$ cat src/include/epi_map.svh
// Constants for the external port interface
`ifndef EPI_MAP_SVH
`define EPI_MAP_SVH
`define EPI_ADDR_W 32
`define EPI_DATA_W 64
`define EPI_LANE_W 32
`define EPI_BANKS 4
`define EPI_SRC_NUM 4
`define EPI_SRC_PM 0
`define EPI_SRC_DM 1
`define EPI_SRC_IO 2
`define EPI_SRC_DMA 3
`define EPI_PERIPH_CH 2
`define EPI_WAIT_W 4
`define EPI_PAGE_LSB 9
`define EPI_FETCH_UNUSED 16
`define EPI_RST_ADDR 32'h0000_0000
`define EPI_RST_DATA 64'h0000_0000_0000_0000
`define EPI_RST_BANK_N 4'hF
`endif

$ cat src/include/epi_pkg.sv
// Types shared by the external port interface
package epi_pkg;
  typedef enum logic [1:0] {EPI_ASYNC, EPI_SYNC, EPI_BURST} epi_mode_type;
  typedef enum logic [1:0] {EPI_P16, EPI_P32, EPI_P48, EPI_P64} epi_pack_type;
  typedef struct packed {
    logic write;
    logic fetch;
    logic wide;
    epi_pack_type pack;
    logic [1:0] chan;
    logic [31:0] addr;
    logic [63:0] wdata;
  } epi_req_type;
endpackage : epi_pkg

$ cat src/verilog/epi_port.sv
// External port: arbitration, bus cycles, packing and peripheral DMA handshake
//
// Contract
// - One bus: 32-bit address, 64-bit data
// - PM, DM, IO sources share the port
// - Full 32-bit word address space
// - Even word low lane, odd word high
// - One word per address; wide moves two
// - Fetch reads two words, drops 16 bits
// - Asynchronous, synchronous and burst access types
// - High address bits decode bank selects
// - Page-mode DRAM control outputs
// - Programmable wait states plus acknowledge
// - DMA packs 16, 32, 48, 64-bit words
// - Four DMA channels use the port
// - Two peripheral request inputs, matching grants
// - DMA runs beside core without intervention
// - Bank selects low; same timing in every mode
// - Low and high word read strobes
// - Low and high word write strobes
`timescale 1ns/1ps
`include "epi_map.svh"
module epi_port (
  input wire logic clock,
  input wire logic rst,
  input wire logic [`EPI_SRC_NUM-1:0] req_valid,
  input wire epi_pkg::epi_req_type [`EPI_SRC_NUM-1:0] req,
  output logic [`EPI_SRC_NUM-1:0] req_done,
  output logic [`EPI_DATA_W-1:0] rd_data,
  input wire epi_pkg::epi_mode_type access_mode,
  input wire logic [`EPI_WAIT_W-1:0] wait_states,
  input wire logic ack_enable,
  input wire logic [4:0] bank_size_log2,
  output logic [`EPI_ADDR_W-1:0] ext_addr,
  output logic [`EPI_DATA_W-1:0] ext_data_out,
  output logic ext_data_oe,
  input wire logic [`EPI_DATA_W-1:0] ext_data_in,
  output logic [`EPI_BANKS-1:0] bank_select_n,
  output logic read_low_word_strobe_n,
  output logic read_high_word_strobe_n,
  output logic write_low_word_strobe_n,
  output logic write_high_word_strobe_n,
  output logic page_cross,
  output logic burst_out,
  output logic fetch_n,
  input wire logic ack_in,
  input wire logic [`EPI_PERIPH_CH-1:0] dma_request_in,
  output logic [`EPI_PERIPH_CH-1:0] dma_grant_out,
  output logic [`EPI_PERIPH_CH-1:0] peripheral_pending
);
  typedef enum logic [1:0] {ST_IDLE, ST_ACCESS, ST_TURN} epi_state_type;

  epi_state_type state_r;
  logic ack_meta_r;
  logic ack_s_r;
  logic [`EPI_PERIPH_CH-1:0] dreq_meta_r;
  logic [`EPI_PERIPH_CH-1:0] dreq_s_r;
  logic [1:0] src_r;
  epi_pkg::epi_req_type cur_r;
  epi_pkg::epi_pack_type pack_r;
  logic [1:0] beat_r;
  logic [1:0] beat_last_r;
  logic [`EPI_WAIT_W-1:0] wait_r;
  logic [`EPI_DATA_W-1:0] rbuf_r;
  logic [`EPI_ADDR_W-1:0] last_addr_r;
  logic last_valid_r;
  logic [1:0] pick;
  logic any_req;
  epi_pkg::epi_pack_type pick_pack;
  logic [1:0] pick_last;
  logic [`EPI_ADDR_W-1:0] beat_addr;
  logic beat_done;
  logic last_beat;
  logic wide_beat;
  logic [`EPI_LANE_W-1:0] lane_in;
  logic [`EPI_DATA_W-1:0] beat_wdata;
  logic [`EPI_ADDR_W-1:0] bank_hi;
  logic [`EPI_SRC_NUM-1:0] vld;
  logic load;
  epi_pkg::epi_req_type ld_req;
  epi_pkg::epi_pack_type ld_pack;
  logic [1:0] ld_beat;
  logic [`EPI_ADDR_W-1:0] ld_addr;

  // Two-stage synchronisers for the acknowledge and DMA request pins
  always_ff @(posedge clock)
  begin
    if (rst)
    begin
      ack_meta_r <= 1'b0;
      ack_s_r <= 1'b0;
      dreq_meta_r <= '0;
      dreq_s_r <= '0;
    end
    else
    begin
      ack_meta_r <= ack_in;
      ack_s_r <= ack_meta_r;
      dreq_meta_r <= dma_request_in;
      dreq_s_r <= dreq_meta_r;
    end
  end

  // Fixed priority: PM, then DM, then IO, then DMA
  always_comb
  begin
    pick = 2'(`EPI_SRC_DMA);
    vld = req_valid & ~req_done;
    any_req = |vld;
    for (int i = `EPI_SRC_NUM - 1; i >= 0; i--)
    begin
      if (vld[i])
        pick = 2'(i);
    end
  end

  // Effective word format per source
  always_comb
  begin
    if (pick == 2'(`EPI_SRC_DMA))
      pick_pack = req[pick].pack;
    else if (req[pick].fetch)
      pick_pack = epi_pkg::EPI_P48;
    else if (req[pick].wide)
      pick_pack = epi_pkg::EPI_P64;
    else
      pick_pack = epi_pkg::EPI_P32;
    unique case (pick_pack)
      epi_pkg::EPI_P16: pick_last = 2'd3;
      epi_pkg::EPI_P32: pick_last = (pick == 2'(`EPI_SRC_DMA)) ? 2'd1 : 2'd0;
      epi_pkg::EPI_P48: pick_last = 2'd0;
      epi_pkg::EPI_P64: pick_last = 2'd0;
    endcase
  end

  // Fields of the beat about to be launched
  always_comb
  begin
    load = (state_r == ST_IDLE && any_req) || (state_r == ST_TURN && !last_beat);
    if (state_r == ST_IDLE)
    begin
      ld_req = req[pick];
      ld_pack = pick_pack;
      ld_beat = 2'h0;
    end
    else
    begin
      ld_req = cur_r;
      ld_pack = pack_r;
      ld_beat = beat_r + 2'd1;
    end
  end

  assign ld_addr = ld_req.addr + `EPI_ADDR_W'(ld_beat);
  assign wide_beat = (ld_pack == epi_pkg::EPI_P48) || (ld_pack == epi_pkg::EPI_P64);
  assign beat_addr = cur_r.addr + `EPI_ADDR_W'(beat_r);
  assign beat_done = (state_r == ST_ACCESS) && (wait_r == '0) && (ack_s_r || !ack_enable);
  assign last_beat = (beat_r == beat_last_r);
  assign lane_in = beat_addr[0] ? ext_data_in[63:32] : ext_data_in[31:0];
  assign bank_hi = ld_addr >> bank_size_log2;

  // Write data for the coming beat
  always_comb
  begin
    unique case (ld_pack)
      epi_pkg::EPI_P16: beat_wdata = {2{16'h0000, ld_req.wdata[ld_beat*16 +: 16]}};
      epi_pkg::EPI_P32: beat_wdata = {2{ld_req.wdata[ld_beat[0]*32 +: 32]}};
      epi_pkg::EPI_P48: beat_wdata = {16'h0000, ld_req.wdata[47:0]};
      epi_pkg::EPI_P64: beat_wdata = ld_req.wdata;
    endcase
  end

  // Sequencer
  always_ff @(posedge clock)
  begin
    if (rst)
    begin
      state_r <= ST_IDLE;
      src_r <= 2'h0;
      cur_r <= '0;
      pack_r <= epi_pkg::EPI_P32;
      beat_r <= 2'h0;
      beat_last_r <= 2'h0;
      wait_r <= '0;
    end
    else
    begin
      unique case (state_r)
        ST_IDLE:
        begin
          if (any_req)
          begin
            state_r <= ST_ACCESS;
            src_r <= pick;
            cur_r <= req[pick];
            pack_r <= pick_pack;
            beat_r <= 2'h0;
            beat_last_r <= pick_last;
            wait_r <= wait_states;
          end
        end
        ST_ACCESS:
        begin
          if (wait_r != '0)
            wait_r <= wait_r - `EPI_WAIT_W'(1);
          else if (beat_done)
            state_r <= ST_TURN;
        end
        ST_TURN:
        begin
          if (!last_beat)
          begin
            state_r <= ST_ACCESS;
            beat_r <= beat_r + 2'd1;
            wait_r <= wait_states;
          end
          else
            state_r <= ST_IDLE;
        end
      endcase
    end
  end

  // Pin drivers, all from flip-flops
  always_ff @(posedge clock)
  begin
    if (rst)
    begin
      ext_addr <= `EPI_RST_ADDR;
      ext_data_out <= `EPI_RST_DATA;
      ext_data_oe <= 1'b0;
      bank_select_n <= `EPI_RST_BANK_N;
      read_low_word_strobe_n <= 1'b1;
      read_high_word_strobe_n <= 1'b1;
      write_low_word_strobe_n <= 1'b1;
      write_high_word_strobe_n <= 1'b1;
      fetch_n <= 1'b1;
    end
    else if (load)
    begin
      ext_addr <= ld_addr;
      ext_data_oe <= ld_req.write;
      ext_data_out <= beat_wdata;
      fetch_n <= !ld_req.fetch;
      bank_select_n <= `EPI_RST_BANK_N;
      if (bank_hi < `EPI_ADDR_W'(`EPI_BANKS))
        bank_select_n[bank_hi[1:0]] <= 1'b0;
      read_low_word_strobe_n <= !(!ld_req.write && (wide_beat || !ld_addr[0]));
      read_high_word_strobe_n <= !(!ld_req.write && (wide_beat || ld_addr[0]));
      write_low_word_strobe_n <= !(ld_req.write && (wide_beat || !ld_addr[0]));
      write_high_word_strobe_n <= !(ld_req.write && (wide_beat || ld_addr[0]));
    end
    else if (beat_done)
    begin
      bank_select_n <= `EPI_RST_BANK_N;
      read_low_word_strobe_n <= 1'b1;
      read_high_word_strobe_n <= 1'b1;
      write_low_word_strobe_n <= 1'b1;
      write_high_word_strobe_n <= 1'b1;
      ext_data_oe <= 1'b0;
      fetch_n <= 1'b1;
    end
  end

  // Read data assembly
  always_ff @(posedge clock)
  begin
    if (rst)
      rbuf_r <= `EPI_RST_DATA;
    else if (state_r == ST_IDLE)
      rbuf_r <= `EPI_RST_DATA;
    else if (beat_done && !cur_r.write)
    begin
      unique case (pack_r)
        epi_pkg::EPI_P16: rbuf_r[beat_r*16 +: 16] <= lane_in[15:0];
        epi_pkg::EPI_P32: rbuf_r[beat_r[0]*32 +: 32] <= lane_in;
        epi_pkg::EPI_P48: rbuf_r <= {16'h0000, ext_data_in[47:0]};
        epi_pkg::EPI_P64: rbuf_r <= ext_data_in;
      endcase
    end
  end

  // Completion pulse and returned data
  always_ff @(posedge clock)
  begin
    if (rst)
    begin
      req_done <= '0;
      rd_data <= `EPI_RST_DATA;
    end
    else
    begin
      req_done <= '0;
      if (state_r == ST_TURN && last_beat)
      begin
        req_done[src_r] <= 1'b1;
        rd_data <= rbuf_r;
      end
    end
  end

  // Page and burst tracking
  always_ff @(posedge clock)
  begin
    if (rst)
    begin
      last_addr_r <= `EPI_RST_ADDR;
      last_valid_r <= 1'b0;
      page_cross <= 1'b0;
      burst_out <= 1'b0;
    end
    else if (load)
    begin
      page_cross <= !last_valid_r ||
        (ld_addr[31:`EPI_PAGE_LSB] != last_addr_r[31:`EPI_PAGE_LSB]);
      burst_out <= (access_mode == epi_pkg::EPI_BURST) && last_valid_r &&
        (ld_addr == last_addr_r + `EPI_ADDR_W'(1));
    end
    else if (beat_done)
    begin
      last_addr_r <= beat_addr;
      last_valid_r <= (access_mode != epi_pkg::EPI_ASYNC);
    end
  end

  // Peripheral request and grant for the first two DMA channels
  genvar g;
  generate
    for (g = 0; g < `EPI_PERIPH_CH; g++)
    begin : g_periph
      always_ff @(posedge clock)
      begin
        if (rst)
          dma_grant_out[g] <= 1'b0;
        else if (!dma_grant_out[g] && dreq_s_r[g])
          dma_grant_out[g] <= 1'b1;
        else if (state_r == ST_TURN && last_beat && src_r == 2'(`EPI_SRC_DMA) &&
                 cur_r.chan == 2'(g))
          dma_grant_out[g] <= 1'b0;
      end
      assign peripheral_pending[g] = dma_grant_out[g];
    end
  endgenerate
endmodule : epi_port

$ cat config.mk
export PLATFORM = sky130hd
export DESIGN_NAME = epi_port
export DESIGN_NICKNAME = d
export VERILOG_FILES = /design/src/include/epi_pkg.sv /design/src/verilog/epi_port.sv
export VERILOG_INCLUDE_DIRS = /design/src /design/src/include
export SDC_FILE = /design/constraint.sdc
export NUM_CORES = 1
export LEC_CHECK = 0
export ABC_AREA = 0
export CORE_AREA = 4 4 263 265
export CTS_CLUSTER_DIAMETER = 120
export CTS_CLUSTER_SIZE = 8
export DETAILED_ROUTE_END_ITERATION = 8
export DIE_AREA = 0 0 267 269
export DONT_BUFFER_PORTS = 1
export PLACE_DENSITY = 0.56
export SYNTH_ARGS = -nofsm -noshare
export SYNTH_HDL_FRONTEND = slang
export SYNTH_SLANG_ARGS = --single-unit
$ cat constraint.sdc
create_clock -name clock -period 20 [get_ports clock]
set_clock_uncertainty 0.05 [all_clocks]
set_input_delay 3 -clock clock [delete_from_list [all_inputs] [get_ports clock]]
set_output_delay 3 -clock clock [all_outputs]
set_load 0.02 [all_outputs]
== After elaboration in Yosys (flattened, before gate mapping) ==
Cells that the tools add are included.

* $add $sub $neg: 7
* $mul: 0
* Divide/modulo/power cells: 0
* Order comparisons: 6
* Equal/unequal tests: 23
* Shift-type cells: 7
* Muxes and demuxes: 49
* Bitwise logic cells: 5
* Reduce and logical (&&, ||, !) cells: 59

{| class="wikitable"
|+ Operators by type and width
! kind !! count
|-
| case mux 64 bit (4 select lines) || 2
|-
| binary-select mux 103 bit (select 2 bit) || 1
|-
| two-way mux 103 bit || 2
|-
| bitwise mux 64 bit || 2
|-
| negator 6 -> 34 bit || 2
|-
| adder 32 x 2 -> 32 bit || 2
|-
| variable shift 16 x 34 -> 64 bit, first input constant || 1
|-
| variable shift 32 x 34 -> 64 bit, first input constant || 1
|-
| indexed part select 16 x 34 -> 64 bit || 1
|-
| indexed part select 32 x 34 -> 64 bit || 1
|-
| indexed part select 64 x 7 -> 16 bit || 1
|-
| indexed part select 64 x 7 -> 32 bit || 1
|-
| adder 32 x 1 -> 32 bit, second input constant || 1
|-
| == test 32 bit || 1
|-
| less-than comparator 32 x 3 -> 1 bit, second input constant || 1
|-
| two-way mux 32 bit || 1
|-
| right shift 32 x 5 -> 32 bit || 1
|-
| two-way mux 2 bit || 12
|-
| two-way mux 4 bit || 6
|-
| inequality test 23 bit || 1
|-
| == test 2 bit, second input constant || 10
|-
| logical AND 1 bit || 19
|-
| two-way mux 1 bit || 17
|-
| zero test 1 bit || 13
|-
| other kinds (24) || 56
|}

* Register bits after elaboration: 398
* Bits in latches: 0
* Bits in writable memories: 0
* Memory bits (read-only): 0
* Output and inout bits: 180
* Word-level logic and storage cells: 191
* Memories: 0

== Logic depth before layout (Yosys ltp) ==
* Depth after elaboration: 17
* Depth in mapped cells: 28
* Gate-level depth less buffers: 19

== Worst setup path before layout ==
OpenSTA, ideal clock, no wires.

* Path kind: input to register
* From: input port req_valid[1]
* To: register bank_select_n[0]
* Setup time: 0.122 ns
* Arrival time: 9.148 ns
* Path slack: 10.681 ns
* Stages on the path: 27
* Path buffers: 8
* Cells stage by stage: nand2b_1 buf_2 buf_2 clkbuf_1 clkbuf_1 clkbuf_1 buf_1 buf_1 clkbuf_1 nor2_1 a311oi_1 a21oi_1 o21ai_0 ha_1 a21oi_1 nor4_1 a21oi_1 a2111o_1 or3_4 or2_1 o221ai_2 o221ai_1 or3_1 a2bb2oi_1 o22ai_2 a32oi_1 o32a_1

* Cells in the longest elaborated chain, start to end: 15
* Elaborated cells on any way between the ends: 21

{| class="wikitable"
|+ Ends and longest elaborated chain
! what !! line !! text
|-
| from (decl) || epi_port.sv:26 || <nowiki>input wire logic [`EPI_SRC_NUM-1:0] req_valid,</nowiki>
|-
| bitwise AND 4 bit (*) || epi_port.sv:108 || <nowiki>vld = req_valid & ~req_done;</nowiki>
|-
| parallel branches: the longest is 14 deep, another holds adder 32 x 2 -> 32 bit || n/a ||
|-
| to (signal assigned) || epi_port.sv:232 || <nowiki>bank_select_n <= `EPI_RST_BANK_N;</nowiki>
|-
| to (signal assigned) || epi_port.sv:245 || <nowiki>bank_select_n <= `EPI_RST_BANK_N;</nowiki>
|-
| to (signal assigned) || epi_port.sv:255 || <nowiki>bank_select_n <= `EPI_RST_BANK_N;</nowiki>
|-
| to (decl) || epi_port.sv:38 || <nowiki>output logic [`EPI_BANKS-1:0] bank_select_n,</nowiki>
|}

Mark *: on every way between the ends. The select of a mux whose other input is x is not followed.
A chain may end at the register's enable or synchronous reset.

== Worst setup path in the final report ==
* From: input port req_valid[2]
* To: register bank_select_n[1]

* Cells in the longest elaborated chain, start to end: 16
* Elaborated cells on any way between the ends: 22

{| class="wikitable"
|+ Ends and longest elaborated chain
! what !! line
|-
| bitwise AND 4 bit (*) || epi_port.sv:108
|-
| parallel branches: the longest is 15 deep, another holds adder 32 x 2 -> 32 bit || n/a
|}

Marks and branches as above.

==> impl_metrics.py <==
metrics = {
    "run_status": {
        "status": "finished with violations",
        "violations": "DRC",
    },
    "synth": {
        "syn-instance-count": 3323,
        "yosys_warnings": 0,
        "synthAdderAreaFrac_pct": 0.840,
        "synth_xor_area_share_pct": 4.07,
        "muxShareOfSynthArea_pct": 2.29,
        "synth_area_um2": 23800,
        "syn_nets": 3834,
        "synth_edf_count": 0,
        "synth.distinct_cells": 90,
        "ys.flop_type": "dfxtp_1",
        "ys_async_sr_fraction_pct": 0,
        "synth-seq-cells": 395,
        "synth.yosys.seq_area_share_pct": 33.2,
        "synth_compound_area_share_pct": 29.1,
        "yosys.area_share.simple_pct": 25.0,
        "syn_area_per_cell_um2": 7.17,
        "synth_top_family_by_area": "compound AO/OA/AOI/OAI gates",
    },
    "pwr": {
        "peakVddDrop_v": 0.0000693,
        "p_int_mw": 1.62,
        "p_clk_share_pct": 31.7,
        "cellLeakagePower_nw": 8.78,
        "p_sw_mw": 1.05,
        "p_per_area_nw_per_um2": 104,
        "power_frac_comb_pct": 29.5,
        "power_frac_seq_pct": 38.8,
        "p_sw_share_pct": 39.3,
    },
    "hold_path": {
        "whs_path_depth": 1,
        "hold_path_end": "ack_s_r$_SDFF_PP0_",
        "worstHoldPathType": "reg2reg",
        "hold_start": "ack_meta_r$_SDFF_PP0_",
    },
    "placed_design": {
        "post-place-ws_ns": 10.86,
        "dp_hpwl_um": 76400,
        "placed_cell_area_um2": 24200,
        "gp_congestion": 0.923,
        "place.port_buffers": 0,
    },
    "finish": {
        "layout_common_cells": "549 x nand2_1, 535 x nor2_1, 395 x dfxtp_1",
        "utilization_pct": 38.4,
        "layout.nets": 3635,
        "layout-drive-gt1-share_pct": 5.18,
        "syn2layout_area_growth_pct": 7.72,
        "fin_area_um2": 25700,
        "mostFrequentLayoutCell": "nand2_1",
    },
    "timing": {
        "fmax_mhz": 115,
        "finalCriticalPeriod_ns": 8.73,
        "setup_viol": 0,
        "drv_slew": 0,
        "period_share_pct": 43.7,
        "worst_pin_slew_ns": 1.31,
        "fin_setup_tns_ns": 0,
        "relSlewSlack_pct": 12.4,
        "rsz0062_at_grt": "no",
        "setup_slack_ns": 11.27,
        "hold_violations": 0,
    },
    "worst_setup_path": {
        "reg2reg_from": "beat_r[0]$_SDFFE_PP0P_",
        "cp_slowest_stage_delay_ns": 0.85,
        "critPathBufInv": 2,
        "critPathKind": "in2reg",
        "slowest_stage": "xnor2_1",
        "cp_cell_sequence": "nor2b_4, buf_4, buf_4, nand2_1, a311oi_1, a21oi_1, o21ai_0, fa_1, nand2_1, o31a_1, a21oi_1, nand4_1, xnor2_1, a211oi_1, a2111oi_0, a21oi_1, a211oi_1, a32oi_1, o32a_1",
        "r2r_setup_slack_ns": 12.52,
        "cp.required_ns": 20.41,
        "critPathArrivalTime_ns": 9.14,
        "path_common_cell": "a21oi_1",
        "crit_fanout": 58,
        "r2r_end": "bank_select_n[1]$_SDFFE_PP1P_",
        "critPathCaptureType": "register",
        "cpLargestDelayFamily": "compound AO/OA/AOI/OAI gates",
        "critPathLaunchType": "input port",
        "r2r_cells": 18,
    },
    "clock_network": {
        "cts_max_level": 2,
        "clockRootBuffer": "clkbuf_16",
        "cts_tree": "yes",
        "post_cts_buffers": 0,
        "worstSkewPairLatency_ns": 0.63,
        "clkSinkCount": 395,
        "cts_resized": 0,
        "clk_pin_slew_worst_paths_ns": 0.06,
        "cts_buffer_depth": 3,
        "cts_hold_buf": 0,
        "numCtsBuffers": 55,
    },
    "die": {
        "num_rows": 95,
        "die_area_um2": 71800,
        "core_area_um2": 66800,
        "ios": 677,
        "die_x_um": 267,
        "start_util_pct": 35.7,
        "die_h_um": 269,
    },
    "global_routing": {
        "grt_pass1_wl_um": 151000,
        "grt_pass1_vias": 22400,
        "grt_antenna_before_repair": 18,
        "grt_overflow": 0,
        "grt_max_degree": 331,
        "grt_usage_pct": 27.3,
    },
    "detailed_routing": {
        "finalWirelength_um": 104000,
        "vias_per_cell": 6.08,
        "vias": 24400,
        "ant_nets": 0,
        "drt_iter0_drc": 2519,
        "remaining_drc_errors": 22,
        "wl_per_cell_um": 25.9,
        "first_pass_iters": 9,
    },
    "job": {
        "drv_cap": 0,
    },
}
worst register-to-register path: stages, from the launching register on:
cell       delay, ns
dfxtp_1         0.60
clkinv_1        0.77
ha_1            0.64
nand2_1         0.57
inv_1           0.32
ha_1            0.37
a21oi_1         0.13
nor4_1          0.28
a21oi_1         0.24
a2111oi_4       0.67
nand3_1         0.17
xor2_1          0.72
nor3b_1         0.30
a31oi_1         0.09
a2111oi_0       0.35
a21oi_1         0.13
a211oi_1        0.34
a32oi_1         0.20
o32a_1          0.37
per-layer routing:
metal	vias up	track usage (%)	wire length, µm
met3	176	6.83	9130
met1	11600	34.6	41500
met2	1036	45.4	49400
li1	11500	-	-
met5	-	0	90
met4	12	9.88	3770
cell families after synthesis:
kind of cell | Yosys count
DFF | 395
AOI/OAI and AO/OA | 1014
and+or+nand+nor | 1397
adders and majority gates | 15
muxes | 52
buffers and inverters | 340
xor gates and xnor gates | 110
Yosys cell counts, types with 11 or more instances:
master     instances  area share [%]
o22ai_1           11            0.29
clkbuf_1         230             3.6
nand2_1          550             8.7
xor2_1            49             1.8
a211oi_1         224             7.1
and2_1            15            0.39
a22oi_1           38             1.2
mux2i_1           31             1.3
dfxtp_1          395              33
xnor2_1           60             2.2
a22o_1            17            0.62
nand4_1           16            0.42
ha_1              12            0.63
a222oi_1          32             1.3
inv_1             46            0.72
nor2_1           538             8.5
mux2_2            21            0.99
and3_1            18            0.47
o211ai_1          18            0.57
o21ai_0          107             2.2
nor3_1            78             1.6
buf_2             12            0.25
a21oi_1          310             6.5
nor2b_1           14            0.37
a31oi_1           30            0.79
o2111ai_1         18            0.66
buf_1             44            0.69
nand2b_1          13            0.34
nand3_1           71             1.5
and3b_1           13            0.48
a311oi_1          80             2.9
o221ai_1          15            0.55
nor4_1            13            0.34
power by group through the flow:
stage	Clock [mW]	Sequential [mW]	Combinational, mW
finish	0.847	1.03	0.787
global placement	0	1.05	0.771
detailed placement	0	1.05	0.777
global route	0.901	1.05	0.863
floorplan	0	0.996	0.579
CTS	0.867	1.04	0.780
final cells by class:
cell class / count / area [µm²]
diodes: 12 / 30.0
clock buffers: 55 / 1380
clock inverters: 4 / 87.6
fillers: 7176 / 41100
inverters: 49 / 184
multi-input cells: 2588 / 14700
flip-flops and latches: 395 / 7910
well taps: 873 / 1090
repair buffers: 35 / 275
metrics by stage:
step | power (mW) | cells | hold slack [ns]
after floorplan | 1.58 | 3323 | 0.364
after global placement | 1.82 | 3940 | 0.376
after detailed placement | 1.83 | 3940 | 0.379
after CTS | 2.68 | 3999 | 0.394
after global routing | 2.81 | 4009 | 0.411
final | 2.67 | 4011 | 0.391
how the worst max path moves through the flow:
| stage | startpoint | endpoint | depth (start not counted) |
|---|---|---|---|
| global placement | req_valid[2] | bank_select_n[0]$_SDFFE_PP1P_ | 20 |
| finish | req_valid[2] | bank_select_n[1]$_SDFFE_PP1P_ | 19 |
| global route | req_valid[2] | bank_select_n[1]$_SDFFE_PP1P_ | 18 |
| detailed placement | req_valid[2] | bank_select_n[1]$_SDFFE_PP1P_ | 20 |
| CTS | req_valid[2] | bank_select_n[1]$_SDFFE_PP1P_ | 20 |
| floorplan | req_valid[1] | bank_select_n[0]$_SDFFE_PP1P_ | 27 |
No activity file was read; power rests on OpenSTA's default activity.
